==> src/design/smw_pkg.sv <==
package smw_pkg;
  // register indices; byte address is four times the index
  localparam logic [9:0] IDX_FLAGS = 10'h00d;
  localparam logic [9:0] IDX_ENABLES = 10'h08d;
  localparam logic [9:0] IDX_DATA_LO = 10'h10c;
  localparam logic [9:0] IDX_ADDR_LO = 10'h10d;
  localparam logic [9:0] IDX_DATA_HI = 10'h10e;
  localparam logic [9:0] IDX_ADDR_HI = 10'h10f;
  localparam logic [9:0] IDX_CONTROL = 10'h18c;
  localparam logic [9:0] IDX_UNLOCK = 10'h18d;
  // bit positions
  localparam int B_IRQ = 4;
  localparam int B_PGD = 7;
  localparam int B_FREE = 4;
  localparam int B_WERR = 3;
  localparam int B_WEL = 2;
  localparam int B_WR = 1;
  localparam int B_RD = 0;
  // unlock keys and buffer fill
  localparam logic [7:0] KEY_FIRST = 8'h55;
  localparam logic [7:0] KEY_SECOND = 8'haa;
  localparam logic [13:0] BUF_ERASED = 14'h3fff;
  localparam logic [1:0] LAST_SLOT = 2'h3;
  // region limits: self-writes below the limit are inhibited
  localparam logic [10:0] LIM_NONE = 11'h000;
  localparam logic [10:0] LIM_LOW = 11'h100;
  localparam logic [10:0] LIM_MID = 11'h200;
  localparam logic [10:0] LIM_ALL = 11'h7ff;
  // power-up timer
  localparam int PUT_MS = 72;
  localparam int CLK_KHZ = 250000;
  localparam int PUT_CYCLES = PUT_MS * CLK_KHZ;
  localparam logic [1:0] RESP_OKAY = 2'h0;
  localparam logic [1:0] RESP_SLVERR = 2'h2;

  typedef enum logic [2:0] {
    ST_IDLE = 3'b000,
    ST_SHORT = 3'b001,
    ST_RD1 = 3'b010,
    ST_RD2 = 3'b011,
    ST_BUSY = 3'b100
  } smw_st_type;

  typedef enum logic [2:0] {
    OP_NONE = 3'b000,
    OP_PRD = 3'b001,
    OP_PWR4 = 3'b010,
    OP_ERASE = 3'b011,
    OP_ERD = 3'b100,
    OP_EWR = 3'b101
  } smw_op_type;

  // request to the memory arrays
  typedef struct packed {
    logic go;
    smw_op_type op;
    logic [10:0] addr;
    logic [55:0] wdata;
  } smw_req_type;

  typedef struct packed {
    logic awh;
    logic [11:0] awa;
    logic wh;
    logic [7:0] wd;
    logic wst;
    logic bv;
    logic [1:0] br;
    logic rv;
    logic [7:0] rd;
    logic [1:0] rr;
    logic [7:0] dlo;
    logic [7:0] alo;
    logic [5:0] dhi;
    logic [2:0] ahi;
    logic pgd;
    logic free;
    logic werr;
    logic write_enable_latch;
    logic wr;
    logic rdb;
    logic memop_irq_flag;
    logic memop_irq_enable;
    logic [1:0] key;
    logic [55:0] wbuf;
    smw_st_type st;
    logic [24:0] put;
    smw_req_type req;
  } smw_state_type;
endpackage

==> src/design/smw_ctrl.sv <==
`timescale 1ns/100ps
module smw_ctrl #(
  parameter int PUT_COUNT = smw_pkg::PUT_CYCLES
) (
  // clock and reset
  input wire logic ref_clk,
  input wire logic rst_n,
  // axi4-lite slave
  input wire logic [11:0] s_axi_awaddr,
  input wire logic s_axi_awvalid,
  output logic s_axi_awready,
  input wire logic [31:0] s_axi_wdata,
  input wire logic [3:0] s_axi_wstrb,
  input wire logic s_axi_wvalid,
  output logic s_axi_wready,
  output logic [1:0] s_axi_bresp,
  output logic s_axi_bvalid,
  input wire logic s_axi_bready,
  input wire logic [11:0] s_axi_araddr,
  input wire logic s_axi_arvalid,
  output logic s_axi_arready,
  output logic [31:0] s_axi_rdata,
  output logic [1:0] s_axi_rresp,
  output logic s_axi_rvalid,
  input wire logic s_axi_rready,
  // memory arrays
  output smw_pkg::smw_req_type mem_req,
  input wire logic mem_done,
  input wire logic [13:0] mem_rdata,
  // configuration word and system
  input wire logic [1:0] region_write_protect,
  input wire logic cp_data,
  input wire logic cp_prog,
  input wire logic sys_rst_req,
  // processor and external port
  output logic cpu_skip,
  output logic irq,
  output logic ext_ee_ok,
  output logic ext_prog_rd_ok,
  output logic ext_prog_wr_ok
);

  smw_pkg::smw_state_type s_r;
  smw_pkg::smw_state_type s_nxt;
  logic do_wr;
  logic do_rd;
  logic [9:0] widx;
  logic [9:0] ridx;
  logic [10:0] wad;
  logic [13:0] word;

  // region check against the configured limit
  function automatic logic is_prot(input logic [1:0] rg,
                                   input logic [10:0] a);
    logic [10:0] lim;
    case (rg)
      2'b00: lim = smw_pkg::LIM_ALL;
      2'b01: lim = smw_pkg::LIM_MID;
      2'b10: lim = smw_pkg::LIM_LOW;
      default: lim = smw_pkg::LIM_NONE;
    endcase
    return (rg == 2'b00) || (a < lim);
  endfunction

  assign do_wr = s_r.awh && s_r.wh && !s_r.bv;
  assign do_rd = s_axi_arvalid && !s_r.rv;
  assign widx = s_r.awa[11:2];
  assign ridx = s_axi_araddr[11:2];
  assign wad = {s_r.ahi, s_r.alo};
  assign word = {s_r.dhi, s_r.dlo};

  // next-state logic for bus, registers and sequencer
  always_comb begin
    s_nxt = s_r;
    s_nxt.req.go = 1'b0;
    if (s_r.put != 25'h0) begin
      s_nxt.put = s_r.put - 25'h1;
    end
    // bus capture
    if (s_axi_awvalid && !s_r.awh) begin
      s_nxt.awh = 1'b1;
      s_nxt.awa = s_axi_awaddr;
    end
    if (s_axi_wvalid && !s_r.wh) begin
      s_nxt.wh = 1'b1;
      s_nxt.wd = s_axi_wdata[7:0];
      s_nxt.wst = s_axi_wstrb[0];
    end
    if (s_r.bv && s_axi_bready) begin
      s_nxt.bv = 1'b0;
    end
    if (s_r.rv && s_axi_rready) begin
      s_nxt.rv = 1'b0;
    end
    // sequencer progress
    case (s_r.st)
      smw_pkg::ST_SHORT: begin
        s_nxt.wr = 1'b0;
        s_nxt.st = smw_pkg::ST_IDLE;
      end
      smw_pkg::ST_RD1: begin
        s_nxt.req.go = 1'b1;
        s_nxt.st = smw_pkg::ST_RD2;
      end
      smw_pkg::ST_RD2: begin
        s_nxt.dlo = mem_rdata[7:0];
        if (s_r.pgd) begin
          s_nxt.dhi = mem_rdata[13:8];
        end
        s_nxt.rdb = 1'b0;
        s_nxt.st = smw_pkg::ST_IDLE;
      end
      smw_pkg::ST_BUSY: begin
        if (mem_done) begin
          s_nxt.wr = 1'b0;
          s_nxt.memop_irq_flag = 1'b1;
          s_nxt.st = smw_pkg::ST_IDLE;
          if (s_r.req.op == smw_pkg::OP_PWR4) begin
            s_nxt.wbuf = {4{smw_pkg::BUF_ERASED}};
          end
        end
      end
      default: s_nxt.st = smw_pkg::ST_IDLE;
    endcase
    // register write
    if (do_wr) begin
      s_nxt.awh = 1'b0;
      s_nxt.wh = 1'b0;
      s_nxt.bv = 1'b1;
      s_nxt.br = smw_pkg::RESP_OKAY;
      // any other write with byte strobe 0 set breaks the key sequence
      if (s_r.wst) begin
        s_nxt.key = 2'd0;
      end
      case (widx)
        smw_pkg::IDX_FLAGS: begin
          // completion in the same cycle wins over the clear
          if (s_r.wst && s_r.wd[smw_pkg::B_IRQ]
              && !(mem_done && s_r.st == smw_pkg::ST_BUSY)) begin
            s_nxt.memop_irq_flag = 1'b0;
          end
        end
        smw_pkg::IDX_ENABLES: begin
          if (s_r.wst) begin
            s_nxt.memop_irq_enable = s_r.wd[smw_pkg::B_IRQ];
          end
        end
        smw_pkg::IDX_DATA_LO: if (s_r.wst) s_nxt.dlo = s_r.wd;
        smw_pkg::IDX_ADDR_LO: if (s_r.wst) s_nxt.alo = s_r.wd;
        smw_pkg::IDX_DATA_HI: if (s_r.wst) s_nxt.dhi = s_r.wd[5:0];
        smw_pkg::IDX_ADDR_HI: if (s_r.wst) s_nxt.ahi = s_r.wd[2:0];
        smw_pkg::IDX_UNLOCK: begin
          if (s_r.wst && s_r.wd == smw_pkg::KEY_FIRST) begin
            s_nxt.key = 2'd1;
          end else if (s_r.wst && s_r.wd == smw_pkg::KEY_SECOND
                       && s_r.key == 2'd1) begin
            s_nxt.key = 2'd2;
          end
        end
        smw_pkg::IDX_CONTROL: begin
          if (s_r.wst && s_r.st == smw_pkg::ST_IDLE) begin
            s_nxt.pgd = s_r.wd[smw_pkg::B_PGD];
            s_nxt.free = s_r.wd[smw_pkg::B_FREE];
            s_nxt.write_enable_latch = s_r.wd[smw_pkg::B_WEL];
            s_nxt.werr = s_r.wd[smw_pkg::B_WERR];
            s_nxt.req.addr = wad;
            if (s_r.wd[smw_pkg::B_RD]) begin
              s_nxt.rdb = 1'b1;
              s_nxt.st = smw_pkg::ST_RD1;
              s_nxt.req.op = s_r.wd[smw_pkg::B_PGD] ?
                             smw_pkg::OP_PRD : smw_pkg::OP_ERD;
            end else if (s_r.wd[smw_pkg::B_WR]
                         && s_r.wd[smw_pkg::B_WEL]
                         && s_r.key == 2'd2) begin
              if (!s_r.wd[smw_pkg::B_PGD]) begin
                if (s_r.put == 25'h0) begin
                  s_nxt.wr = 1'b1;
                  s_nxt.st = smw_pkg::ST_BUSY;
                  s_nxt.req.go = 1'b1;
                  s_nxt.req.op = smw_pkg::OP_EWR;
                  s_nxt.req.wdata = {48'h0, s_r.dlo};
                end
              end else if (!is_prot(region_write_protect, wad)) begin
                s_nxt.wr = 1'b1;
                if (s_r.wd[smw_pkg::B_FREE]) begin
                  s_nxt.st = smw_pkg::ST_BUSY;
                  s_nxt.req.go = 1'b1;
                  s_nxt.req.op = smw_pkg::OP_ERASE;
                  s_nxt.req.addr = {wad[10:5], 5'h00};
                end else begin
                  s_nxt.wbuf[14*s_r.alo[1:0] +: 14] = word;
                  s_nxt.st = smw_pkg::ST_SHORT;
                  if (s_r.alo[1:0] == smw_pkg::LAST_SLOT) begin
                    s_nxt.st = smw_pkg::ST_BUSY;
                    s_nxt.req.go = 1'b1;
                    s_nxt.req.op = smw_pkg::OP_PWR4;
                    s_nxt.req.addr = {wad[10:2], 2'b00};
                    s_nxt.req.wdata = {word, s_r.wbuf[41:0]};
                  end
                end
              end
            end
          end
        end
        default: s_nxt.br = smw_pkg::RESP_SLVERR;
      endcase
    end
    // reset abort flags error, wins over software
    if (sys_rst_req) begin
      if (s_r.st == smw_pkg::ST_BUSY) begin
        s_nxt.werr = 1'b1;
      end
      s_nxt.wr = 1'b0;
      s_nxt.rdb = 1'b0;
      s_nxt.write_enable_latch = 1'b0;
      s_nxt.req.go = 1'b0; // no request escapes an aborted start
      s_nxt.key = 2'd0;
      s_nxt.st = smw_pkg::ST_IDLE;
    end
    // register read
    if (do_rd) begin
      s_nxt.rv = 1'b1;
      s_nxt.rr = smw_pkg::RESP_OKAY;
      case (ridx)
        smw_pkg::IDX_FLAGS: s_nxt.rd = {3'h0, s_r.memop_irq_flag, 4'h0};
        smw_pkg::IDX_ENABLES: s_nxt.rd = {3'h0, s_r.memop_irq_enable, 4'h0};
        smw_pkg::IDX_DATA_LO: s_nxt.rd = s_r.dlo;
        smw_pkg::IDX_ADDR_LO: s_nxt.rd = s_r.alo;
        smw_pkg::IDX_DATA_HI: s_nxt.rd = {2'h0, s_r.dhi};
        smw_pkg::IDX_ADDR_HI: s_nxt.rd = {5'h0, s_r.ahi};
        smw_pkg::IDX_CONTROL: s_nxt.rd = {s_r.pgd, 2'h0, s_r.free,
            s_r.werr, s_r.write_enable_latch, s_r.wr, s_r.rdb};
        smw_pkg::IDX_UNLOCK: s_nxt.rd = 8'h00;
        default: begin
          s_nxt.rd = 8'h00;
          s_nxt.rr = smw_pkg::RESP_SLVERR;
        end
      endcase
    end
  end

  // state register; write enable cleared at power-up
  always_ff @(posedge ref_clk or negedge rst_n) begin
    if (!rst_n) begin
      s_r <= '0;
      s_r.wbuf <= {4{smw_pkg::BUF_ERASED}};
      s_r.put <= 25'(PUT_COUNT);
    end else begin
      s_r <= s_nxt;
    end
  end

  // bus outputs
  assign s_axi_awready = !s_r.awh;
  assign s_axi_wready = !s_r.wh;
  assign s_axi_bvalid = s_r.bv;
  assign s_axi_bresp = s_r.br;
  assign s_axi_arready = !s_r.rv;
  assign s_axi_rvalid = s_r.rv;
  assign s_axi_rdata = {24'h0, s_r.rd};
  assign s_axi_rresp = s_r.rr;
  assign mem_req = s_r.req;
  assign irq = s_r.memop_irq_flag && s_r.memop_irq_enable;
  assign cpu_skip = (s_r.st == smw_pkg::ST_RD2)
                    || (s_r.st == smw_pkg::ST_BUSY);
  assign ext_ee_ok = !cp_data;
  assign ext_prog_rd_ok = !cp_prog;
  assign ext_prog_wr_ok = !cp_prog && !cp_data;

  // checks
  a_key_before_go: assert property (@(posedge ref_clk) disable iff (!rst_n)
    s_r.req.go && s_r.req.op inside {smw_pkg::OP_PWR4,
    smw_pkg::OP_ERASE, smw_pkg::OP_EWR} |-> $past(s_r.key) == 2'd2)
    else $error("write started without unlock");
  a_put_blocks_ee: assert property (@(posedge ref_clk) disable iff (!rst_n)
    s_r.req.go && s_r.req.op == smw_pkg::OP_EWR |-> s_r.put == 25'h0)
    else $error("eeprom write during power-up timer");
  a_row_aligned: assert property (@(posedge ref_clk) disable iff (!rst_n)
    s_r.req.go && s_r.req.op == smw_pkg::OP_ERASE
    |-> s_r.req.addr[4:0] == 5'h00)
    else $error("erase row not aligned");
  a_buf_refill: assert property (@(posedge ref_clk) disable iff (!rst_n)
    mem_done && !sys_rst_req && s_r.st == smw_pkg::ST_BUSY
    && s_r.req.op == smw_pkg::OP_PWR4
    |=> s_r.wbuf == {4{smw_pkg::BUF_ERASED}})
    else $error("buffer not refilled");
  a_short_clear: assert property (@(posedge ref_clk) disable iff (!rst_n)
    s_r.st == smw_pkg::ST_SHORT |=> !s_r.wr)
    else $error("short write bit stuck");
  a_read_slot: assert property (@(posedge ref_clk) disable iff (!rst_n)
    s_r.st == smw_pkg::ST_RD1 && !sys_rst_req
    |=> s_r.req.go ##1 !s_r.rdb)
    else $error("read not in second cycle");
  a_region_guard: assert property (@(posedge ref_clk) disable iff (!rst_n)
    s_r.req.go && s_r.req.op inside {smw_pkg::OP_PWR4, smw_pkg::OP_ERASE}
    |-> !is_prot($past(region_write_protect), $past(wad)))
    else $error("write to inhibited region");
  a_done_flag: assert property (@(posedge ref_clk) disable iff (!rst_n)
    mem_done && s_r.st == smw_pkg::ST_BUSY && !sys_rst_req
    |=> s_r.memop_irq_flag && !s_r.wr)
    else $error("completion not flagged");
  a_ext_guard: assert property (@(posedge ref_clk) disable iff (!rst_n)
    cp_data |-> !ext_prog_wr_ok && !ext_ee_ok)
    else $error("external access not blocked");
  c_block_write: cover property (@(posedge ref_clk) disable iff (!rst_n)
    s_r.req.go && s_r.req.op == smw_pkg::OP_PWR4);
  c_erase: cover property (@(posedge ref_clk) disable iff (!rst_n)
    s_r.req.go && s_r.req.op == smw_pkg::OP_ERASE);
  c_prog_read: cover property (@(posedge ref_clk) disable iff (!rst_n)
    s_r.st == smw_pkg::ST_RD2 && s_r.pgd);

endmodule

==> config.mk <==
export PLATFORM = sky130hd
export DESIGN_NAME = smw_ctrl
export DESIGN_NICKNAME = d
export VERILOG_FILES = /design/src/design/smw_pkg.sv /design/src/design/smw_ctrl.sv
export SDC_FILE = /design/constraint.sdc
export NUM_CORES = 1
export LEC_CHECK = 0
export BUFFER_PORTS_ARGS = -buffer_cell sky130_fd_sc_hd__buf_2
export CORE_MARGIN = 2
export CORE_UTILIZATION = 58
export CTS_BUF_LIST = sky130_fd_sc_hd__clkbuf_16
export DETAILED_ROUTE_END_ITERATION = 8
export GPL_TIMING_DRIVEN = 0
export PLACE_DENSITY_LB_ADDON = 0.15
export SYNTH_ARGS = -nofsm -noshare
export SYNTH_HDL_FRONTEND = slang
export SYNTH_SLANG_ARGS = --single-unit
==> constraint.sdc <==
create_clock -name ref_clk -period 8.6 [get_ports ref_clk]
set_input_delay 0.86 -clock ref_clk [delete_from_list [all_inputs] [get_ports ref_clk]]
set_output_delay 0.86 -clock ref_clk [all_outputs]
set_load 0.02 [all_outputs]
==> flow_summary_export.csv <==
group,metric,value,unit
run_status,status,"complete, no violations",
final_layout,diodes,0,
power,switchingPower,0.000715,W
cts,post_cts_buffers,0,
route,drc_errors,0,
place,gp_congestion,0.956,
route,firstDrtPassIters,5,
worst_setup_path,startpoint,"s_r[174]$_DFFE_PN0P_",
power,p_leak,6.71,nW
sta,hold_violations,0,
place,placed_cells,1623,
synthesis,yosysTopAreaCellShare,34.6,%
worst_setup_path,r2r_slack,4.16,ns
final_layout,multiInputGateArea,0.00503,mm2
synthesis,synth_compound_area_share,11.9,%
global_routing,grt_pass1_vias,9178,
global_routing,antenna_found_initial,0,
synthesis,muxShareOfSynthArea,12.4,%
sta,setup-tns-final,0,ns
power,power_density,182,mW/mm2
power,p_int,0.00173,W
worst_setup_path,r2r-end,"s_r[111]$_DFF_PN1_",
floorplan,pin_count,204,
global_routing,grt_pass1_wl,48500,um
cts,cts_tree,"done",
cts,post_cts_resized,0,
power,seq_power_share,46.2,%
worst_setup_path,end_kind,"register",
power,ir_drop,0.000195,V
route,vias_per_cell,5.59,
synthesis,ys_warn_count,0,
worst_setup_path,arrival,4.88,ns
route,vias,9298,
cts,cts_buffers,23,
synthesis,synthDistinctLibCells,65,
synthesis,synth_fa_ha_area_share,1.51,%
global_routing,grt_max_degree,113,
power,p_comb_share,17.7,%
synthesis,async_flop_share,100,%
synthesis,syn_inst,1186,
synthesis,synth.area.top_cells,"dfrtp_1, dfstp_2, buf_4, mux2i_1, nand2_1",
cts,clockBufferDepth,3,
cts,cts_hold_buf,0,
route,drt.antenna.violating_nets,0,
global_routing,gr-usage-met1,37.2,%
floorplan,chipWidth,145,um
global_routing,grt_usage,28.5,%
route,wl_per_cell,18.2,um
synthesis,yosys.area.top_type,"dfrtp_1",
global_routing,grt_use_met3,4.59,%
worst_setup_path,r2r_cells,12,
floorplan,die_h,145,um
route,wl,30200,um
floorplan,dieArea,0.0211,mm2
worst_setup_path,cp.required,9.04,ns
sta,rsz0062_at_grt,"no",
global_routing,gr-total-overflow,0,
sta,holdWs,0.371,ns
final_layout,regArea,0.00529,mm2
place,io_buffer_count,145,
cts,root_buffer,"clkbuf_16",
sta,skew,0.0174,ns
synthesis,syn-cell-area,0.0116,mm2
cts,path_clk_slew,0.06,ns
final_layout,syn_to_final_growth,16.2,%
sta,worstMarginPinSlew,1.28,ns
synthesis,ys.flop_type,"dfrtp_1",
synthesis,syn_area_per_cell,9.76,um2
cts,clock-sinks,209,
flow_run,drv_cap,0,
worst_setup_path,worstPathMaxFanout,10,
global_routing,grt.busiest_layer,"met2",
sta,post-route-min-period,4.44,ns
cts,h-tree-depth,1,
synthesis,synth_simple_gate_area_share,15.2,%
power,netSwitchingFraction,29.2,%
final_layout,stdcell_count,1664,
synthesis,synth-seq-cells,209,
hold_path,min_path_type,"input pin to async pin",
final_layout,drive_gt1_share,28.9,%
synthesis,seq_area_frac_synth,45.7,%
power,power_frac_clock,36.1,%
worst_setup_path,path_class,"register to register",
global_routing,use_met2,46.6,%
synthesis,synth_top_family_by_area,"simple AND/OR/NAND/NOR gates",
power,power,0.00245,W
sta,max_slew_margin,14.0,%
sta,fmax,0.225,GHz
worst_setup_path,r2r-start,"s_r[174]$_DFFE_PN0P_",
sta,final-setup-viol-count,0,
route,dr.first_iter.drc_count,587,
final_layout,utilization,68.9,%
floorplan,rows,51,
synthesis,synth-edff-count,0,
sta,fin_crit_sh,51.6,%
place,hpwl,21800,um
final_layout,fillers,1591,
sta,drv_slew,0,
final_layout,nets,1485,
synthesis,synthXorXnorAreaFrac,1.59,%
worst_setup_path,cp-start-kind,"register",
floorplan,core_area,0.0195,mm2
floorplan,start_util,59.3,%
cts,clock_latency,0.51,ns
-- kinds of logic (layout without fill, tap and decap cells) --
group                    after synthesis  count (layout)
flip-flops                           209             209
XOR/XNOR                              21              21
buffers and inverters                242             430
AO/OA/AOI/OAI                        207             207
AND/OR/NAND/NOR                      362             362
adder cells (fa/ha/maj)               14              14
other                                  1              26
multiplexers                         130             130
-- cell type report --
cell class	instances	share of cell area, %
clock inverter	17	0.679
sequential	209	39.4
buffer	175	8.15
multi-input combinational	760	37.4
tap	265	2.47
timing repair buffer	148	5.77
inverter	67	1.87
clock buffer	23	4.28
-- state kept, by name, summed over array words and instances, names as in the netlist --
| signal | flops |
|---|---|
| s_axi_bvalid | 1 |
| s_axi_bresp | 1 |
| s_axi_rvalid | 1 |
| s_axi_rresp | 1 |
| mem_req | 71 |
| s_r | 126 |
| s_axi_rdata | 8 |
-- worst max-delay path: stages (launching register included) --
cell and delay, ns:
dfrtp_1 0.47, buf_1 0.44, buf_1 0.49, inv_1 0.30, ha_1 0.40, buf_1 0.45
clkbuf_1 0.45, nand3b_1 0.13, a21oi_1 0.57, mux2i_1 0.15, nor2_1 0.21, a22oi_1 0.15
a21oi_2 0.17
-- stage by stage --
step | cell area [um2] | setup slack [ns]
after global routing | 13400 | 3.89
after detailed placement | 12800 | 4.13
after floorplan | 11700 | 5.17
final | 13400 | 4.16
after global placement | 12700 | 3.18
after CTS | 13400 | 4.32
-- Yosys cell counts (4+ instances only) --
master	n
ha_1	14
dfstp_2	49
nor2_1	58
a22o_1	24
xor2_1	13
nand3b_1	8
inv_1	67
o21ai_1	4
a21oi_1	46
or3_1	7
a32oi_1	6
mux2_2	47
a211oi_1	9
a221oi_1	4
o2111ai_1	4
nand4_1	5
or4_1	4
buf_4	109
nand2_1	151
clkbuf_1	51
xnor2_1	8
mux2i_1	77
o21ai_0	67
a22oi_1	11
and2_1	11
nand3_1	22
dfrtp_1	160
or2_2	4
nor4_1	14
nor2b_1	9
nor3_1	32
buf_1	6
a31oi_1	4
nand2b_1	13
buf_2	6
mux4_2	6
-- worst max path at each step --
stage          slack (ns)                      end  cells after the start
2_1_floorplan        5.17  mem_req[16]$_DFFE_PN0P_                     10
3_3_place_gp         3.18     s_r[222]$_DFFE_PN0P_                      1
3_5_place_dp         4.13  mem_req[57]$_DFFE_PN0P_                      9
4_1_cts              4.32       s_r[111]$_DFF_PN1_                     12
5_1_grt              3.89       s_r[111]$_DFF_PN1_                     12
6_report             4.16       s_r[111]$_DFF_PN1_                     12
-- per-layer routing --
layer / wire, um / part of all wire [%] / vias to the layer above
li1: - / - / 4381
met1: 12500 / 41 / 4459
met2: 14200 / 47 / 365
met3: 2060 / 6.8 / 93
met4: 1460 / 4.8 / 0
met5: 0 / 0 / -
-- power groups by stage --
stage                     Combinational (W)  Clock [W]  Sequential (W)
final                              0.000434   0.000885         0.00113
after global routing               0.000469   0.000938         0.00114
after CTS                          0.000430   0.000899         0.00113
after detailed placement           0.000427          0         0.00114
after global placement             0.000418          0         0.00114
after floorplan                    0.000292          0         0.00112
-- layout by cell type, fill, tap and decap left out, drive strengths merged, types with 13 or more instances in the layout --
| cell type | instances |
|---|---|
| nand2 | 151 |
| inv | 77 |
| dfstp | 49 |
| nor4 | 14 |
| conb | 26 |
| nor2 | 58 |
| clkbuf | 74 |
| ha | 14 |
| a22o | 24 |
| nand2b | 13 |
| nor3 | 32 |
| o21ai | 71 |
| mux2i | 77 |
| mux2 | 47 |
| buf | 272 |
| a21oi | 48 |
| nand3 | 22 |
| dfrtp | 160 |
| xor2 | 13 |
Note: power is estimated with default switching activity, not from simulation.
